$ cat config.mk
export PLATFORM = sky130hd
export DESIGN_NAME = reset_init_sequencer
export DESIGN_NICKNAME = d
export VERILOG_FILES = /design/src/verilog/reset_init_sequencer.v /design/src/verilog/reset_input_qualifier.v
export VERILOG_INCLUDE_DIRS = /design/src /design/src/verilog
export SDC_FILE = /design/constraint.sdc
export NUM_CORES = 1
export LEC_CHECK = 0
export ABC_AREA = 1
export BUFFER_PORTS_ARGS = -buffer_cell sky130_fd_sc_hd__buf_2
export CAP_MARGIN = 20
export CORE_ASPECT_RATIO = 0.5
export CORE_MARGIN = 1.5
export CORE_UTILIZATION = 65
export DETAILED_ROUTE_END_ITERATION = 10
export PLACE_DENSITY = 0.85
export RECOVER_POWER = 100
export REMOVE_ABC_BUFFERS = 1
export SLEW_MARGIN = 10
export SYNTH_ARGS = -nofsm -noshare
export SYNTH_HDL_FRONTEND = slang
export SYNTH_SLANG_ARGS = --single-unit
export TNS_END_PERCENT = 30
$ cat constraint.sdc
create_clock -name sys_clk -period 2.6 [get_ports sys_clk]
set_input_delay 0.52 -clock sys_clk [delete_from_list [all_inputs] [get_ports sys_clk]]
set_output_delay 0.52 -clock sys_clk [all_outputs]
set_load 0.01 [all_outputs]
$ cat src/verilog/reset_init_consts.vh
// Constants for the reset initialization sequencer.
// Assumes a 10 MHz sys_clk; all counts are in sys_clk cycles, sync ticks or primary clock periods.
`ifndef RESET_INIT_CONSTS_VH
`define RESET_INIT_CONSTS_VH

// Clock rate in kHz and lock time in microseconds
`define SYS_CLK_KHZ 10000
`define PLL_LOCK_US 100
// Lock wait in sys_clk cycles: 100 us at 10 MHz
`define PLL_LOCK_CYCLES 1000

// Counts in bus synchronisation clock periods; IN_ASSERT_MIN also counts power-on low time in primary clock periods
`define IN_ASSERT_MIN 32
`define OUT_ASSERT_MIN 512
`define SOFT_AFTER_HARD 16
`define STRAP_DRIVE_DELAY 1

// Strap field layout
`define SRC_SEL_W 3
`define STRAP_W 4
`define STRAP_DIV_BIT 3

// Sync divider ratios (primary clock periods per sync tick)
`define DIV_RATIO_LO 2
`define DIV_RATIO_HI 4

`endif

$ cat src/verilog/reset_init_sequencer.v
// Reset initialization sequencer: clock select, reset qualification, reset
// outputs, strap capture and strap pin drive, PLL lock wait.
// Assumes reset and strap pins are asynchronous; clocks are sampled as levels.
// Function
// - Host uses primary clock, agent bus clock
// - Hard/soft inputs need 32 sync periods low, power-on 32 primary periods
// - Reset outputs held at least 512 periods
// - Soft released 16 periods after hard
// - Straps undriven in hard reset, driven later
// - Straps: 3-bit source, 1 divider bit
// - Host sync period follows divider strap
// - Wait 100 us for PLL lock
`timescale 1ns/1ps
`default_nettype none
`include "reset_init_consts.vh"
module reset_init_sequencer (
   // Clock and reset
   input wire sys_clk,
   input wire rst_n,
   // Mode and clock pins
   input wire host_mode,
   input wire primary_clock_in,
   input wire bus_clock_in,
   input wire pll_locked,
   // Reset pins
   input wire power_on_reset_n,
   input wire hard_reset_in_n,
   input wire soft_reset_in_n,
   output reg hard_reset_n,
   output reg soft_reset_n,
   output wire hard_reset_oe,
   output wire soft_reset_oe,
   // Strap pins
   input wire [`SRC_SEL_W-1:0] reset_source_strap_in,
   input wire primary_clock_divide_strap,
   input wire input_clock_divide_strap,
   output reg [`STRAP_W-1:0] strap_out,
   output reg strap_oe,
   // Status
   output reg [`SRC_SEL_W-1:0] reset_source,
   output reg clock_divide,
   output reg clocks_ready,
   output wire sync_tick
);
   localparam ST_POR = 3'h0;
   localparam ST_HOLD = 3'h1;
   localparam ST_SOFT = 3'h2;
   localparam ST_LOCK = 3'h3;
   localparam ST_RUN = 3'h4;

   // =====================================================
   // Input synchronisers
   reg [6:0] sync_a;
   reg [6:0] sync_b;
   reg [4:0] strap_a;
   reg [4:0] strap_b;
   always @(posedge sys_clk or negedge rst_n) begin
      if (!rst_n) begin
         // Power-on input starts asserted, so leaving reset is no false release
         sync_a <= 7'h7b;
         sync_b <= 7'h7b;
         strap_a <= 5'h00;
         strap_b <= 5'h00;
      end else begin
         sync_a <= {pll_locked, host_mode, primary_clock_in, bus_clock_in,
                    power_on_reset_n, hard_reset_in_n, soft_reset_in_n};
         sync_b <= sync_a;
         strap_a <= {primary_clock_divide_strap, input_clock_divide_strap, reset_source_strap_in};
         strap_b <= strap_a;
      end
   end
   wire lock_s = sync_b[6];
   wire host_s = sync_b[5];
   wire por_s = sync_b[2];
   // Divider strap chosen by mode only after both are synchronised
   wire [`STRAP_W-1:0] strap_now = {(host_s ? strap_b[4] : strap_b[3]), strap_b[2:0]};

   // =====================================================
   // Primary clock select and edge detect
   reg clk_prev;
   wire clk_sel = host_s ? sync_b[4] : sync_b[3];
   wire prim_edge = clk_sel & ~clk_prev;
   always @(posedge sys_clk or negedge rst_n) begin
      if (!rst_n) begin
         clk_prev <= 1'b1;
      end else begin
         clk_prev <= clk_sel;
      end
   end

   // =====================================================
   // Sync clock tick
   reg [2:0] div_cnt;
   wire [2:0] ratio = clock_divide ? 3'd`DIV_RATIO_HI : 3'd`DIV_RATIO_LO;
   wire host_tick = prim_edge && (div_cnt == ratio - 3'h1);
   assign sync_tick = host_s ? host_tick : prim_edge;
   always @(posedge sys_clk or negedge rst_n) begin
      if (!rst_n) begin
         div_cnt <= 3'h0;
      end else if (prim_edge) begin
         div_cnt <= host_tick ? 3'h0 : div_cnt + 3'h1;
      end
   end

   // =====================================================
   // Power-on reset length and strap capture
   reg [5:0] por_cnt;
   reg [2:0] setup_cnt;
   reg por_ok;
   reg por_prev;
   reg [`STRAP_W-1:0] strap_hold;
   always @(posedge sys_clk or negedge rst_n) begin
      if (!rst_n) begin
         por_cnt <= 6'h00;
         setup_cnt <= 3'h0;
         por_ok <= 1'b0;
         por_prev <= 1'b0;
         strap_hold <= {`STRAP_W{1'b0}};
         reset_source <= {`SRC_SEL_W{1'b0}};
         clock_divide <= 1'b0;
      end else begin
         por_prev <= por_s;
         if (!por_s) begin
            if (prim_edge && por_cnt < 6'd`IN_ASSERT_MIN) begin
               por_cnt <= por_cnt + 6'h01;
            end
            if (strap_now != strap_hold) begin
               strap_hold <= strap_now;
               setup_cnt <= 3'h0;
            end else if (prim_edge && setup_cnt < 3'h4) begin
               setup_cnt <= setup_cnt + 3'h1;
            end
         end else if (!por_prev) begin
            por_ok <= (por_cnt == 6'd`IN_ASSERT_MIN);
            reset_source <= strap_hold[`SRC_SEL_W-1:0];
            clock_divide <= strap_hold[`STRAP_DIV_BIT];
            por_cnt <= 6'h00;
         end
      end
   end

   // =====================================================
   // Reset input qualifiers
   wire hard_q;
   wire soft_q;
   reset_input_qualifier u_hard_q (
      .sys_clk(sys_clk),
      .rst_n(rst_n),
      .level_n(sync_b[1]),
      .tick(sync_tick),
      .qualified(hard_q)
   );
   reset_input_qualifier u_soft_q (
      .sys_clk(sys_clk),
      .rst_n(rst_n),
      .level_n(sync_b[0]),
      .tick(sync_tick),
      .qualified(soft_q)
   );

   // =====================================================
   // Reset sequence
   reg [2:0] state;
   reg [9:0] tcount;
   reg [10:0] lock_cnt;
   reg [1:0] drive_cnt;
   reg soft_only;
   wire restart = hard_q && (state == ST_SOFT || state == ST_LOCK || state == ST_RUN);
   // Soft-only requests still hold the soft output for the full minimum
   wire [9:0] soft_last = soft_only ? 10'd`OUT_ASSERT_MIN - 10'h001 : 10'd`SOFT_AFTER_HARD - 10'h001;
   always @(posedge sys_clk or negedge rst_n) begin
      if (!rst_n) begin
         state <= ST_POR;
         tcount <= 10'h000;
         lock_cnt <= 11'h000;
         soft_only <= 1'b0;
         hard_reset_n <= 1'b0;
         soft_reset_n <= 1'b0;
         clocks_ready <= 1'b0;
      end else if (!por_s || restart) begin
         state <= ST_POR;
         soft_only <= 1'b0;
         hard_reset_n <= 1'b0;
         soft_reset_n <= 1'b0;
         clocks_ready <= 1'b0;
      end else begin
         case (state)
            ST_POR: begin
               tcount <= 10'h000;
               state <= ST_HOLD;
            end
            ST_HOLD: begin
               hard_reset_n <= 1'b0;
               soft_reset_n <= 1'b0;
               if (sync_tick) begin
                  if (tcount == 10'd`OUT_ASSERT_MIN - 10'h001) begin
                     hard_reset_n <= 1'b1;
                     tcount <= 10'h000;
                     state <= ST_SOFT;
                  end else begin
                     tcount <= tcount + 10'h001;
                  end
               end
            end
            ST_SOFT: begin
               if (sync_tick) begin
                  if (tcount == soft_last) begin
                     soft_reset_n <= 1'b1;
                     soft_only <= 1'b0;
                     lock_cnt <= 11'h000;
                     state <= ST_LOCK;
                  end else begin
                     tcount <= tcount + 10'h001;
                  end
               end
            end
            ST_LOCK: begin
               if (lock_s || lock_cnt == 11'd`PLL_LOCK_CYCLES - 11'h001) begin
                  clocks_ready <= por_ok;
                  state <= ST_RUN;
               end else begin
                  lock_cnt <= lock_cnt + 11'h001;
               end
            end
            ST_RUN: begin
               if (soft_q) begin
                  soft_reset_n <= 1'b0;
                  soft_only <= 1'b1;
                  tcount <= 10'h000;
                  state <= ST_SOFT;
               end
            end
            default: state <= ST_POR;
         endcase
      end
   end
   assign hard_reset_oe = ~hard_reset_n;
   assign soft_reset_oe = ~soft_reset_n;

   // =====================================================
   // Strap pin drive
   always @(posedge sys_clk or negedge rst_n) begin
      if (!rst_n) begin
         drive_cnt <= 2'h0;
         strap_oe <= 1'b0;
         strap_out <= {`STRAP_W{1'b0}};
      end else begin
         strap_out <= {clock_divide, reset_source};
         // off in hard reset, on later
         // Cleared on the same edge that asserts hard reset
         if (!hard_reset_n || !por_s || restart) begin
            drive_cnt <= 2'h0;
            strap_oe <= 1'b0;
         end else if (sync_tick && drive_cnt < 2'd`STRAP_DRIVE_DELAY) begin
            drive_cnt <= drive_cnt + 2'h1;
         end else if (drive_cnt == 2'd`STRAP_DRIVE_DELAY) begin
            strap_oe <= 1'b1;
         end
      end
   end
endmodule
`default_nettype wire

$ cat src/verilog/reset_input_qualifier.v
// Qualifier for one active-low reset input.
// Assumes the input is already synchronised and tick is a one-cycle enable.
`timescale 1ns/1ps
`default_nettype none
module reset_input_qualifier (
   // Clock and reset
   input wire sys_clk,
   input wire rst_n,
   // Sampled input and count enable
   input wire level_n,
   input wire tick,
   // Pulse when the input has been low long enough
   output reg qualified
);
   reg [5:0] count;

   // =====================================================
   // Low-time counter
   always @(posedge sys_clk or negedge rst_n) begin
      if (!rst_n) begin
         count <= 6'h00;
         qualified <= 1'b0;
      end else begin
         qualified <= 1'b0;
         if (level_n) begin
            count <= 6'h00;
         end else if (tick && count < 6'd`IN_ASSERT_MIN) begin
            count <= count + 6'h01;
            if (count == 6'd`IN_ASSERT_MIN - 6'h01) begin
               qualified <= 1'b1;
            end
         end
      end
   end
endmodule
`default_nettype wire
# Yosys cells after proc, flatten, opt, wreduce, memory -nomap -nowiden
# Index checks and enable logic that the tools add are counted.
[totals]
regBits = 93
latch_bits = 0
mem_bits_rw = 0
romBits = 0
in_bits = 14
output_inout_bits = 15
wordCells = 168
mem_count = 0
[classes]
addsub = 8
multipliers = 0
div_mod_pow = 0
n_lt_le_gt_ge = 4
eq_ne = 27
n_shift = 0
n_mux = 59
bitwise_logic = 7
n_reduce_logical = 37
[ops]
columns = ["op", "count"]
rows = [
  ["$mux 10", 5],
  ["$mux 6", 7],
  ["$pmux 10 s4", 1],
  ["$mux 11", 3],
  ["$mux 1", 27],
  ["$mux 3", 9],
  ["$pmux 11 s2", 1],
  ["$add 6x1->6 const B", 3],
  ["$lt 6x6->1 const B", 3],
  ["$reduce_bool 2->1", 9],
  ["$pmux 3 s5", 1],
  ["$eq 6x5->1 const B", 2],
  ["$ne 2x2->1 const B", 6],
  ["$reduce_and 6->1", 2],
  ["$add 11x1->11 const B", 1],
  ["$eq 11x10->1 const B", 1],
  ["$add 10x1->10 const B", 1],
  ["$eq 10x9->1", 1],
  ["$eq 10x9->1 const B", 1],
  ["$reduce_and 2->1", 5],
  ["$mux 9", 1],
  ["$ne 3x1->1 const B", 3],
  ["$reduce_and 4->1", 2],
  ["$reduce_bool 4->1", 2],
  ["25 further kinds", 45],
]

# Depth between registers and ports, before layout
[depth]
depth_word = 8
ltp_mapped = 12
mapped_depth_nobuf = 12

# Modules after synthesis
# From an unflattened synthesis, not the netlist that was laid out.
[unflattened]
hier_cells = 504
hier_area_um2 = 4377.9
[by_module_without_submodules]
columns = ["module", "instances", "cells_each", "area_per_inst_um2", "seq_area_each_um2"]
rows = [
  ["reset_init_sequencer", 1, 420, 3669.8, 1993.2],
  ["reset_input_qualifier", 2, 42, 354.1, 175.2],
]

# Least setup slack after synthesis
# No wires, ideal clock.
[synth_timing]
path_kind = "flip-flop to flip-flop"
from = "reg lock_cnt[0]"
to = "reg lock_cnt[8]"
setup_time_ns = 0.117
arrival_ns = 1.509
required_time_ns = 2.483
slack_ns = 0.974
path_stages_with_launch = 11
path_buffers = 1
period_less_slack_ns = 1.626
cell_sequence = "dfrtp_1 ha_1 nand2_1 inv_1 nand3_1 a21oi_4 nor2_2 nand2_4 buf_8 nand2_1 nand2_1"
[synth_via]
elab_chain_len = 4
word_cells_on_any_way = 7
cone_classes = "add/sub: 1; eq/ne: 2; mux: 2; reduce/logical: 2"
[synth_lines]
columns = ["element", "line_no", "rtl"]
rows = [
  ["start, declared", "reset_init_sequencer.v:165", "reg [10:0] lock_cnt;"],
  ["start signal, assigned", "reset_init_sequencer.v:222", "lock_cnt <= lock_cnt + 11'h001;"],
  ["branches (longest 4 deep; another with $add 11x1->11)", "--", ""],
]
# Parallel ways; which one is timed is not known. The select of a mux whose other input is x is not followed.
# A chain may end at the register's enable or synchronous reset.

# Final worst setup path
[layout_timing]
from = "reg sync_b[5]"
to = "out sync_tick"
[layout_via]
elab_chain_len = 4
[layout_lines]
columns = ["element", "line_no", "rtl"]
rows = [
  ["start, declared", "reset_init_sequencer.v:54", "reg [6:0] sync_b;"],
  ["start signal, assigned", "reset_init_sequencer.v:67", "sync_b <= sync_a;"],
  ["$mux 1 *", "reset_init_sequencer.v:81", "wire clk_sel = host_s ? sync_b[4] : sync_b[3];"],
  ["named net clk_sel", "reset_init_sequencer.v:81", ""],
  ["$and 1x1->1 *", "reset_init_sequencer.v:82", "wire prim_edge = clk_sel & ~clk_prev;"],
  ["$logic_and 1x1->1", "reset_init_sequencer.v:95", "wire host_tick = prim_edge && (div_cnt == ratio - 3'h1);"],
  ["$mux 1 *", "reset_init_sequencer.v:96", "assign sync_tick = host_s ? host_tick : prim_edge;"],
  ["end, declared", "reset_init_sequencer.v:43", "output wire sync_tick"],
]
# The timed path passes the listed nets; every way through them passes the cells marked *.

==> impl_metrics.toml <==
[run_status]
status = "finished, violations left"
violations = "max-capacitance violations, max-slew violations"

[cells_and_area]
multi_input_area_um2 = 1800
drive_gt1_share_pct = 11.9
layout.area.seq_um2 = 2340
layout_commonest_cell = "nand2_1"
diodes = 0
final_cell_mix = "133 x nand2_1, 80 x dfrtp_1, 67 x inv_1, 45 x nor2_1, 41 x nand3_1"
area_delta_synth_final_pct = 9.66
fin_nets = 580
fillers = 477

[clock_network]
cts_setup_buffers = 0
cts-buffers-inserted = 9
clk_latency_ns = 0.34
cts_tree = "built"
path_clk_slew_ns = 0.06
cts.sinks = 93
ctsResizeCount = 0
hold_buffers = 0
cts-root-buf = "clkbuf_16"
cts_buffer_depth = 2
htreeDepth = 3

[timing]
rsz0062_at_grt = "false"
tns_ns = 0
slew_viol_final = 42
finClkSkew_ns = 0.00760
clock.fmax_ghz = 0.442
worstMarginPinSlew_ns = 2.16
min_period_ns = 2.26
finalSetupViolCount = 0
slew_headroom_pct = -43.7
setup_ws_ns = 0.340
hold_viol = 0
finalCritPeriodShare_pct = 86.9

[setup_path]
cp-start-kind = "flip-flop"
max_stage_delay_ns = 0.61
crit_path_end_kind = "output pin"
path_max_fanout = 9
crit_chain = "nand2_2 > nand2_1 > nand2_4 > a21oi_4 > clkbuf_1"
arrival_ns = 1.74
ff2ff_path_depth = 10
slowest_stage = "dfstp_1"
criticalPathCategory = "reg2out"
cp.required_ns = 2.08

[power]
powerDensity_nw_per_um2 = 749
leakagePower_uw = 0.00229
peakVddDrop_uv = 618

[floorplanning]
rows = 21
core-area_um2 = 6700
pin_count = 29
start_util_pct = 67.6
die_area_um2 = 7510
die_w_um = 121
die_h_um = 62.0

[synth]
ys_seq_elements = 93
yosysWarnings = 0
ys_seq_area_share_pct = 51.7
ys_async_sr_fraction_pct = 100
synth_cell_types = 36
synthFlopType = "dfrtp_1"
synthCells = 518
syn_avg_cell_area_um2 = 8.75
synth_edf_count = 0
syn-cell-area_um2 = 4530

[routing]
wl_um = 8840
antenna_left = 0
drtIter0Drc = 310
drt_pass1_iterations = 5
via_count = 3524
drt_drc_violations_left = 0
routedWlPerCell_um = 13.5
avgViaCountPerCell = 5.39

[placement]
gp_congestion = 0.840
post-place-ws_ns = 0.716
hpwlAfterDp_um = 5900
port_buffers = 28

[job]
drv_cap = 1

[global_route]
grt_first_pass_wirelength_um = 14800
grt_max_degree = 43
antenna_found_initial = 0
track_usage_pct = 25.9
grt-ovfl-total = 0
grt_pass1_vias = 3332

[min_path]
hold_class = "in2reg"
min_path_cells = 1
[sequential cells by signal, summed over array words and instances, names as in the netlist, 2 cells and up]
register	flops
div_cnt	3
drive_cnt	2
lock_cnt	11
por_cnt	6
reset_source	3
state	3
strap_a	5
strap_b	5
strap_hold	4
strap_out	4
sync_a	7
sync_b	7
tcount	10
u_hard_q.count	6
u_soft_q.count	6
[cell usage after synthesis, types with 2 or more instances]
library cell | instances | area [um2]
nand2_1 | 129 | 484
dfrtp_1 | 80 | 2000
inv_1 | 67 | 251
nand3_1 | 41 | 205
nor2_1 | 41 | 154
o21ai_0 | 30 | 150
xor2_1 | 15 | 131
a21oi_1 | 13 | 65.1
dfstp_2 | 13 | 342
nor3_1 | 12 | 60.1
ha_1 | 9 | 113
nand2_2 | 9 | 56.3
o21ai_2 | 8 | 70.1
nor2_4 | 7 | 78.8
nand2_4 | 5 | 56.3
nand4_1 | 5 | 31.3
o22ai_1 | 4 | 25.0
nor2_2 | 3 | 18.8
o21ai_1 | 3 | 15.0
xnor2_1 | 3 | 26.3
a21oi_4 | 2 | 32.5
inv_2 | 2 | 7.51
nand3_2 | 2 | 20.0
o31ai_1 | 2 | 15.0
or2_2 | 2 | 12.5
[metal layers]
layer	vias to the layer above	global-route usage [%]	share of wire [%]
li1	1733	-	-
met4	0	11.1	1.7
met1	1682	31.6	45
met5	-	0	0
met2	91	45.1	49
met3	18	7.30	4.1
[cells by family after synthesis]
kind of cell | share of synthesized area [%]
DFF | 51.7
buffers and inverters | 6.27
AOI/OAI and AO/OA | 9.25
and+or+nand+nor | 26.8
adders and majority gates | 2.48
xor gates and xnor gates | 3.48
[stage by stage]
stage | std cells | area, um2 | power, uW | utilization [%] | hold WS, ns
final | 654 | 4970 | 3720 | 74.2 | 0.277
after global routing | 654 | 4970 | 3930 | 74.2 | 0.258
after CTS | 654 | 5100 | 3800 | 76.1 | 0.160
after detailed placement | 638 | 4800 | 2470 | 71.6 | 0.335
after global placement | 638 | 4800 | 2430 | 71.6 | 0.333
after floorplan | 515 | 4510 | 2240 | - | 0.224
[power breakdown]
part / internal [uW] / total (uW) / switching [uW]
registers: 1580 / 1710 / 129
clock network: 752 / 1310 / 553
logic: 213 / 706 / 492
total: 2550 / 3720 / 1170
[worst paths after layout]
check	startpoint	endpoint	slack [ns]
hold reg to reg	strap_a[4]	strap_b[4]	0.35
setup reg to reg	sync_b[5]	tcount[3]	0.40
min in group asynchronous	rst_n	strap_a[2]	0.81
max in group asynchronous	rst_n	u_soft_q.count[2]	0.57
setup / recovery	sync_b[5]	sync_tick	0.34
hold / removal	pll_locked	sync_a[6]	0.28
[cell type report]
type | count | share of cell area (%)
inverter | 69 | 5.21
clock buffer | 10 | 4.61
clock inverter | 6 | 1.38
multi-input combinational | 353 | 36.3
timing repair buffer | 31 | 3.05
sequential | 93 | 47.2
tap | 92 | 2.32
[worst max-delay path, delay by kind of cell (launching register included)]
family,cells,cell delay [ns]
flip-flops,1,0.61
AO/OA/AOI/OAI,1,0.30
AND/OR/NAND/NOR,3,0.29
buffers and inverters,1,0.19
Note: power is estimated with default switching activity, not from simulation.
